`src/nvmsc_pkg.sv`:
```
// Constants, types and register map of the memory scanner
//
// Overview of operation
// - Burst mode holds processor until scan ends
// - Burst go bit ends by hardware end or by a software control write
// - Mode 01 burst, start at once, stall throughout
// - Mode 00 stalls processor only per access
// - Mode 11 waits trigger rising edge first
// - Mode 10 uses only idle memory cycles
// - Priority 1 burst: interrupt pauses the burst
// - Priority 1 modes 00 and 11: suspend during interrupt
// - Priority 0 burst: interrupt deferred until done
// - Priority 0 other modes: keep accessing memory
// - End address writes ignored while go set
package nvmsc_pkg;
   localparam int NVMSC_ADDR_W = 16;
   localparam int NVMSC_DATA_W = 16;
   // Register byte offsets
   localparam logic [7:0] NVMSC_OFS_CTRL   = 8'h00;
   localparam logic [7:0] NVMSC_OFS_ENDH   = 8'h04;
   localparam logic [7:0] NVMSC_OFS_ENDL   = 8'h08;
   localparam logic [7:0] NVMSC_OFS_START  = 8'h0c;
   localparam logic [7:0] NVMSC_OFS_TRIG   = 8'h10;
   localparam logic [7:0] NVMSC_OFS_ISTAT  = 8'h14;
   localparam logic [7:0] NVMSC_OFS_IMASK  = 8'h18;
   // Control register fields
   localparam int NVMSC_B_EN    = 7;
   localparam int NVMSC_B_GO    = 6;
   localparam int NVMSC_B_BUSY  = 5;
   localparam int NVMSC_B_INVAL = 4;
   localparam int NVMSC_B_INTERRUPT_PRIORITY_SELECT  = 3;
   localparam int NVMSC_B_MODE  = 0;
   // Interrupt status fields
   localparam int NVMSC_B_DONE  = 0;
   localparam int NVMSC_B_BADAD = 1;
   localparam int NVMSC_IRQ_W   = 2;
   localparam logic [1:0] NVMSC_HTRANS_NONSEQ = 2'h2;
   localparam logic       NVMSC_HRESP_OKAY    = 1'h0;
   localparam logic [NVMSC_ADDR_W-1:0] NVMSC_ADDR_RST = 16'h0000;
   localparam logic [NVMSC_ADDR_W-1:0] NVMSC_ADDR_ONE = 16'h0001;

   typedef enum logic [1:0] {
      NVMSC_MODE_CONC  = 2'b00,
      NVMSC_MODE_BURST = 2'b01,
      NVMSC_MODE_PEEK  = 2'b10,
      NVMSC_MODE_TRIG  = 2'b11
   } nvmsc_mode_t;

   typedef enum logic [1:0] {
      NVMSC_ST_IDLE   = 2'b00,
      NVMSC_ST_ARM    = 2'b01,
      NVMSC_ST_WAIT   = 2'b10,
      NVMSC_ST_ACCESS = 2'b11
   } nvmsc_state_t;

   // AHB-Lite address phase
   typedef struct packed {
      logic        hsel;
      logic [31:0] haddr;
      logic [1:0]  htrans;
      logic        hwrite;
      logic [2:0]  hsize;
   } nvmsc_ahb_req_t;

   // Word handed to the client
   typedef struct packed {
      logic                    valid;
      logic [NVMSC_ADDR_W-1:0] addr;
      logic [NVMSC_DATA_W-1:0] data;
   } nvmsc_word_t;
endpackage

```
`src/nvmsc_top.sv`:
```
// Memory scanner: AHB-Lite registers, scan engine, processor arbitration
//
// The implementer's own choices: the address map and the AHB-Lite slave port.
`timescale 1ns/100ps
module nvmsc_top #(
   parameter int TRIG_N    = 4,
   parameter int MEM_WORDS = 16384
) (
   // Clock and reset
   input  wire logic                              ref_clk,
   input  wire logic                              reset,
   // AHB-Lite slave
   input  wire nvmsc_pkg::nvmsc_ahb_req_t         ahbReq,
   input  wire logic                              hready,
   input  wire logic [31:0]                       hwdata,
   output logic [31:0]                            hrdata,
   output logic                                   hreadyout,
   output logic                                   hresp,
   // Processor side
   input  wire logic                              cpuNeedsMem,
   input  wire logic                              cpuIrqActive,
   output logic                                   cpuStall,
   output logic                                   irqDefer,
   // Program memory read port
   input  wire logic                              memValid,
   input  wire logic [nvmsc_pkg::NVMSC_DATA_W-1:0] memRdata,
   output logic                                   memReq,
   output logic [nvmsc_pkg::NVMSC_ADDR_W-1:0]     memAddr,
   // Client peripheral
   input  wire logic                              clientReady,
   output nvmsc_pkg::nvmsc_word_t                 clientWord,
   // Trigger sources, asynchronous
   input  wire logic [TRIG_N-1:0]                 trigIn,
   // Interrupt
   output logic                                   irq
);
   import nvmsc_pkg::*;

   // Trigger select is one byte wide, the scan pointer one word
   if (TRIG_N < 1 || TRIG_N > 256) begin : g_trig_chk
      $error("TRIG_N out of range");
   end
   if (MEM_WORDS < 1 || MEM_WORDS > 65536) begin : g_mem_chk
      $error("MEM_WORDS out of range");
   end

   localparam logic [16:0] MEM_LIMIT = 17'(MEM_WORDS);

   // Registers
   logic                    enReg;
   logic                    goReg;
   logic                    intmReg;
   nvmsc_mode_t             modeReg;
   logic [NVMSC_ADDR_W-1:0] endReg;
   logic [NVMSC_ADDR_W-1:0] startReg;
   logic [7:0]              trigSelReg;
   logic [NVMSC_IRQ_W-1:0]  istatReg;
   logic [NVMSC_IRQ_W-1:0]  imaskReg;
   nvmsc_state_t            stateReg;
   nvmsc_state_t            stateNext;
   logic [NVMSC_ADDR_W-1:0] addrReg;
   logic                    wrPendReg;
   logic [7:0]              wrAddrReg;
   logic [TRIG_N-1:0]       trigMeta;
   logic [TRIG_N-1:0]       trigSync;
   logic [TRIG_N-1:0]       trigLast;

   // Bus decode
   wire addrPhase = ahbReq.hsel && ahbReq.htrans == NVMSC_HTRANS_NONSEQ && hready;
   wire [7:0] rdOfs = ahbReq.haddr[7:0];
   wire wrCtrl  = wrPendReg && wrAddrReg == NVMSC_OFS_CTRL;
   wire wrEndH  = wrPendReg && wrAddrReg == NVMSC_OFS_ENDH;
   wire wrEndL  = wrPendReg && wrAddrReg == NVMSC_OFS_ENDL;
   wire wrStart = wrPendReg && wrAddrReg == NVMSC_OFS_START;
   wire wrTrig  = wrPendReg && wrAddrReg == NVMSC_OFS_TRIG;
   wire wrIstat = wrPendReg && wrAddrReg == NVMSC_OFS_ISTAT;
   wire wrImask = wrPendReg && wrAddrReg == NVMSC_OFS_IMASK;

   // Scan conditions
   // invalid flag follows pointer
   wire addrInvalid = {1'b0, addrReg} >= MEM_LIMIT;
   wire isBurst     = modeReg == NVMSC_MODE_BURST;
   wire isPeek      = modeReg == NVMSC_MODE_PEEK;
   wire trigPick    = trigSync[trigSelReg % TRIG_N];
   wire trigPickOld = trigLast[trigSelReg % TRIG_N];
   wire trigRise    = trigPick && !trigPickOld;
   wire pauseScan   = intmReg && cpuIrqActive && !isPeek;
   // peek waits for a free memory cycle
   wire slotFree    = !isPeek || !cpuNeedsMem;
   // access only when client is ready
   wire canStart    = goReg && clientReady && !pauseScan && slotFree && !addrInvalid;
   wire accessDone  = stateReg == NVMSC_ST_ACCESS && memValid;
   wire lastWord    = addrReg >= endReg;
   // end past end address or invalid address
   wire scanEnd     = enReg && ((accessDone && lastWord)
                      || (stateReg == NVMSC_ST_WAIT && goReg && addrInvalid));
   wire goWrite     = wrCtrl && hwdata[NVMSC_B_GO];
   wire goRise      = goWrite && !goReg;
   // hardware end clears go, otherwise a control write loads it
   wire goNext      = scanEnd ? 1'b0 : (wrCtrl ? hwdata[NVMSC_B_GO] : goReg);
   wire [NVMSC_IRQ_W-1:0] evtSet = {scanEnd && addrInvalid, scanEnd};
   wire [NVMSC_IRQ_W-1:0] istatClr = wrIstat ? hwdata[NVMSC_IRQ_W-1:0] : '0;
   // Values a control write is loading, so a stale mode never stalls
   wire enNext      = wrCtrl ? hwdata[NVMSC_B_EN] : enReg;
   wire intmNext    = wrCtrl ? hwdata[NVMSC_B_INTERRUPT_PRIORITY_SELECT] : intmReg;
   wire burstNext   = wrCtrl ? (hwdata[NVMSC_B_MODE +: 2] == NVMSC_MODE_BURST) : isBurst;
   // burst holds processor for the whole scan, except while a priority 1 interrupt is active
   wire burstHold   = enNext && goNext && burstNext && !(intmNext && cpuIrqActive);
   // processor stalled during a non-peek access and throughout a burst hold
   wire stallNext   = (stateNext == NVMSC_ST_ACCESS && !isPeek) || burstHold;
   wire deferNext   = enNext && goNext && burstNext && !intmNext;

   wire [7:0] ctrlRead = {enReg, goReg, stateReg == NVMSC_ST_ACCESS, addrInvalid,
                          intmReg, 1'b0, modeReg};
   wire [31:0] rdMux =
      rdOfs == NVMSC_OFS_CTRL  ? {24'h000000, ctrlRead} :
      rdOfs == NVMSC_OFS_ENDH  ? {24'h000000, endReg[15:8]} :
      rdOfs == NVMSC_OFS_ENDL  ? {24'h000000, endReg[7:0]} :
      rdOfs == NVMSC_OFS_START ? {16'h0000, startReg} :
      rdOfs == NVMSC_OFS_TRIG  ? {24'h000000, trigSelReg} :
      rdOfs == NVMSC_OFS_ISTAT ? {30'h00000000, istatReg} :
      rdOfs == NVMSC_OFS_IMASK ? {30'h00000000, imaskReg} : 32'h00000000;

   // Scan engine next state
   always_comb begin
      stateNext = stateReg;
      case (stateReg)
         NVMSC_ST_IDLE: begin
            if (goReg) begin
               stateNext = (modeReg == NVMSC_MODE_TRIG) ? NVMSC_ST_ARM : NVMSC_ST_WAIT;
            end
         end
         // first access only after trigger edge
         NVMSC_ST_ARM: begin
            if (!goReg) begin
               stateNext = NVMSC_ST_IDLE;
            end else if (trigRise) begin
               stateNext = NVMSC_ST_WAIT;
            end
         end
         NVMSC_ST_WAIT: begin
            if (!goReg || scanEnd) begin
               stateNext = NVMSC_ST_IDLE;
            end else if (canStart) begin
               stateNext = NVMSC_ST_ACCESS;
            end
         end
         // Access completes on memValid, unless enable low aborts it to idle
         NVMSC_ST_ACCESS: begin
            if (memValid) begin
               stateNext = (lastWord || !goReg) ? NVMSC_ST_IDLE : NVMSC_ST_WAIT;
            end
         end
         default: begin
            stateNext = NVMSC_ST_IDLE;
         end
      endcase
      // enable low resets the engine only
      if (!enReg) begin
         stateNext = NVMSC_ST_IDLE;
      end
   end

   // Trigger synchronisers
   always_ff @(posedge ref_clk) begin
      if (reset) begin
         trigMeta <= '0;
         trigSync <= '0;
         trigLast <= '0;
      end else begin
         trigMeta <= trigIn;
         trigSync <= trigMeta;
         trigLast <= trigSync;
      end
   end

   // Bus slave
   always_ff @(posedge ref_clk) begin
      if (reset) begin
         wrPendReg <= 1'b0;
         wrAddrReg <= 8'h00;
         hrdata    <= 32'h00000000;
         hreadyout <= 1'b0;
         hresp     <= NVMSC_HRESP_OKAY;
      end else begin
         wrPendReg <= addrPhase && ahbReq.hwrite;
         wrAddrReg <= ahbReq.haddr[7:0];
         hrdata    <= (addrPhase && !ahbReq.hwrite) ? rdMux : 32'h00000000;
         hreadyout <= 1'b1;
         hresp     <= NVMSC_HRESP_OKAY;
      end
   end

   // Configuration registers
   always_ff @(posedge ref_clk) begin
      if (reset) begin
         enReg      <= 1'b0;
         intmReg    <= 1'b0;
         modeReg    <= NVMSC_MODE_CONC;
         endReg     <= NVMSC_ADDR_RST;
         startReg   <= NVMSC_ADDR_RST;
         trigSelReg <= 8'h00;
         imaskReg   <= '0;
      end else begin
         if (wrCtrl) begin
            enReg   <= hwdata[NVMSC_B_EN];
            intmReg <= hwdata[NVMSC_B_INTERRUPT_PRIORITY_SELECT];
            modeReg <= nvmsc_mode_t'(hwdata[NVMSC_B_MODE +: 2]);
         end
         // end address frozen while go is set
         if (wrEndH && !goReg) begin
            endReg[15:8] <= hwdata[7:0];
         end
         if (wrEndL && !goReg) begin
            endReg[7:0] <= hwdata[7:0];
         end
         if (wrStart && !goReg) begin
            startReg <= hwdata[15:0];
         end
         if (wrTrig) begin
            trigSelReg <= hwdata[7:0];
         end
         if (wrImask) begin
            imaskReg <= hwdata[NVMSC_IRQ_W-1:0];
         end
      end
   end

   // Scan engine registers
   always_ff @(posedge ref_clk) begin
      if (reset) begin
         goReg      <= 1'b0;
         stateReg   <= NVMSC_ST_IDLE;
         addrReg    <= NVMSC_ADDR_RST;
         istatReg   <= '0;
         irq        <= 1'b0;
         cpuStall   <= 1'b0;
         irqDefer   <= 1'b0;
         memReq     <= 1'b0;
         memAddr    <= NVMSC_ADDR_RST;
         clientWord <= '0;
      end else begin
         goReg    <= goNext;
         stateReg <= stateNext;
         if (goRise) begin
            addrReg <= startReg;
         end else if (accessDone) begin
            addrReg <= addrReg + NVMSC_ADDR_ONE;
         end
         // Event set wins over write-one clear
         istatReg <= (istatReg & ~istatClr) | evtSet;
         irq      <= |(istatReg & imaskReg);
         cpuStall <= stallNext;
         irqDefer <= deferNext;
         memReq   <= stateNext == NVMSC_ST_ACCESS;
         memAddr  <= (stateNext == NVMSC_ST_ACCESS) ? addrReg : memAddr;
         clientWord.valid <= accessDone;
         if (accessDone) begin
            clientWord.addr <= addrReg;
            clientWord.data <= memRdata;
         end
      end
   end
endmodule // nvmsc_top

```
`config.mk`:
```
export PLATFORM = sky130hd
export DESIGN_NAME = nvmsc_top
export DESIGN_NICKNAME = d
export VERILOG_FILES = /design/src/nvmsc_pkg.sv /design/src/nvmsc_top.sv
export SDC_FILE = /design/constraint.sdc
export NUM_CORES = 1
export LEC_CHECK = 0
export BUFFER_PORTS_ARGS = -buffer_cell sky130_fd_sc_hd__buf_4
export CORE_MARGIN = 2
export CORE_UTILIZATION = 25
export DETAILED_ROUTE_END_ITERATION = 16
export GPL_TIMING_DRIVEN = 0
export REMOVE_ABC_BUFFERS = 1
export SYNTH_ARGS = -nofsm -noshare
export SYNTH_HDL_FRONTEND = slang
export SYNTH_SLANG_ARGS = --single-unit
```
`constraint.sdc`:
```
create_clock -name ref_clk -period 3.5 [get_ports ref_clk]
set_input_delay 0.175 -clock ref_clk [delete_from_list [all_inputs] [get_ports ref_clk]]
set_output_delay 0.175 -clock ref_clk [all_outputs]
set_load 0.05 [all_outputs]
```
==> out/results.ini <==
[floorplan]
rows = 60
core_area_mm2 = 0.0267
initial_core_util_pct = 25.2
die_h_um = 168
die_w_um = 168
ios = 185
die_area_mm2 = 0.0282

[pwr]
p_leak_nw = 3.59
seq_power_share_pct = 46.5
power_density_mw_per_mm2 = 443
switching_power_w = 0.000924
peakVddDrop_mv = 0.231
p_sw_share_pct = 23.7
intPower_w = 0.00298
p_clk_share_pct = 48.3
pwr-share-comb_pct = 5.2
p_total_w = 0.00390

[timing]
worstMarginPinSlew_ps = 1370
finalClockSkew_ps = 13.0
fmax_mhz = 354
hold_ws_ps = 23.9
slew_headroom_pct = 8.57
finalSetupViolCount = 0
finalCritPeriodShare_pct = 80.7
fin_crit_ps = 2830
drv_slew = 0
rsz0062_at_grt = false
finalHoldViolCount = 0

[finish]
n_antenna_cell = 0
drive_gt1_share_pct = 19.2
fin_nets = 1018
nFillCells = 2780
area_delta_synth_final_pct = 31.1

[yosys]
synth-seq-area-share_pct = 47.1
syn-cell-area_mm2 = 0.00672
yosysTopAreaCell = dfxtp_1
synth_edf_count = 0
postSynthAreaPerCell_um2 = 8.76
synth_flop_cell = dfxtp_1
synthArstFlopShare_pct = 0
synth-seq-cells = 158
synth_area_leaders = dfxtp_1, nand2_1, mux2i_1
ys_warn_count = 0
netlist_instances = 767
synth_top_area_share_pct = 47.1
ys_types = 60

[cts]
htreeDepth = 4
clkTransAtPathRegs_ps = 70
cts-root-buf = clkbuf_16
cts-buffers-inserted = 17
clock_sinks = 158
clkLatencyLatePin_ps = 430
cts_tree = yes
ctsLongestPathBuffers = 2

[place]
hpwlAfterDp_um = 12600
port_buffers = 124
gp_congestion = 0.825

[setup_path]
worstReg2RegStart = addrReg[15]
critical_path_peak_fanout = 120
rr_worst_depth = 8
end_kind = register
worst_setup_path_start_kind = input pin
r2r-end = memAddr[11]
required_ps = 3820
crit_path_start = reset
worstSetupEndpoint = cpuStall
path_class = input pin to register
rrSetupSlack_ps = 800
cp.arrival_ps = 3150

[outcome]
status = completed

[grt]
grt_util_all_layers_pct = 13.5
grt_pass1_wl_um = 30000
use_met3_pct = 3.20
overflow = 0
met1_usage_pct = 18.1
grt_max_degree = 121
grt_pass1_vias = 5493
antenna_found_initial = 0
grt-busiest-layer = met2
grtUsageMet2_pct = 22.0

[routing]
routed_via_density = 4.51
wl_um = 18900
dr.pass1.iters = 5
drc = 0
drtIter0Drc = 285
ant_nets = 0
vias = 5665
wl_per_cell_um = 15.0

[job]
maxCapViolCount = 0

[min_path]
hold_depth = 3
hp-class = input pin to register

==> cell families after synthesis <==
family	Yosys count	synth area share, %
AO/OA/AOI/OAI	115	10.9
XOR/XNOR	15	1.95
adder cells (fa/ha/maj)	17	3.16
buffers and inverters	83	5.83
flip-flops	158	47.1
multiplexers	56	9.10
other	1	0.0558
AND/OR/NAND/NOR	322	21.9
==> per-stage QoR <==
stage | TNS [ps] | instance area [um^2] | util, % | setup WS (ps) | std cells
2_1_floorplan | 0 | 6480 | - | 957 | 725
3_3_place_gp | -189 | 7840 | 29.4 | -155 | 1190
3_5_place_dp | -337 | 7850 | 29.4 | -222 | 1190
4_1_cts | 0 | 8790 | 33.0 | 57.2 | 1256
5_1_grt | 0 | 8810 | 33.1 | 429 | 1257
6_report | 0 | 8810 | 33.1 | 674 | 1257
==> synth_stat cells, types with 5 or more instances <==
cell	number
inv_1	24
nand3_1	12
xor2_1	10
nor2_1	69
nand2_1	159
buf_4	17
clkbuf_1	32
nor2b_1	26
nand4_1	7
and2_1	10
a21oi_1	62
o21ai_0	6
a22oi_1	9
mux2i_1	51
ha_1	17
a211oi_1	17
xnor2_1	5
and3_1	6
dfxtp_1	158
nor3_1	10
==> cell type report <==
| cell class | count | area (um^2) | area share (%) |
|---|---|---|---|
| Tap cell | 341 | 427 | 4.84 |
| Sequential cell | 158 | 3160 | 35.9 |
| Multi-Input combinational cell | 542 | 3230 | 36.7 |
| Clock buffer | 19 | 443 | 5.03 |
| Clock inverter | 13 | 155 | 1.76 |
| Timing Repair Buffer | 159 | 1290 | 14.7 |
| Inverter | 25 | 97.6 | 1.11 |
==> sequential cells by signal, summed over array words and instances (netlist names), 2 cells and up <==
name,cells
endReg,16
trigLast,4
trigMeta,4
modeReg,2
istatReg,2
stateReg,2
memAddr,16
imaskReg,2
hrdata,16
startReg,16
clientWord,33
trigSync,4
trigSelReg,8
wrAddrReg,8
addrReg,16
==> critical path: stages <==
cell and delay (ps):
buf_4 970, clkinvlp_4 1110, nand2_1 450, nor3_1 140
a32o_1 270
==> placed cells by master, fill, tap and decap left out, types with 17 or more instances in the layout <==
cell,netlist,routed
nor2b_1,26,26
buf_4,17,124
mux2i_1,51,51
inv_1,24,24
nand2_1,159,159
nor2_1,69,69
a21oi_1,62,62
a211oi_1,17,17
ha_1,17,17
dlygate4sd3_1,0,34
dfxtp_1,158,158
clkbuf_16,0,17
conb_1,1,17
==> worst min path at each step <==
stage / startpoint / endpoint / slack, ps
after floorplan: reset / wrAddrReg[3] / 240
after global placement: trigIn[0] / trigMeta[0] / 400
after detailed placement: trigIn[0] / trigMeta[0] / 400
after CTS: hwdata[4] / trigSelReg[4] / 4
after global routing: hwdata[4] / trigSelReg[4] / 10
final: hwdata[4] / trigSelReg[4] / 20
==> power groups by stage <==
stage / logic, W / registers, W / clock network (W)
after floorplan: 0.0000733 / 0.00186 / 0
after global placement: 0.000171 / 0.00186 / 0
after detailed placement: 0.000172 / 0.00186 / 0
after CTS: 0.000203 / 0.00181 / 0.00195
after global routing: 0.000219 / 0.00182 / 0.00203
final: 0.000203 / 0.00182 / 0.00188
==> what timing repair did <==
item,in CTS,in global routing
resized for setup,0,1
setup endpoints to repair,0,17
setup buffers,0,1
hold buffers,34,0
hold endpoints to repair,34,0
==> metal layers <==
layer  up-vias  share of wire [%]
met3        14                5.1
met1      2660                 47
met4         0               0.97
met2       156                 47
met5         -                  0
li1       2835                  -
Power figures use the tool's default switching activity.
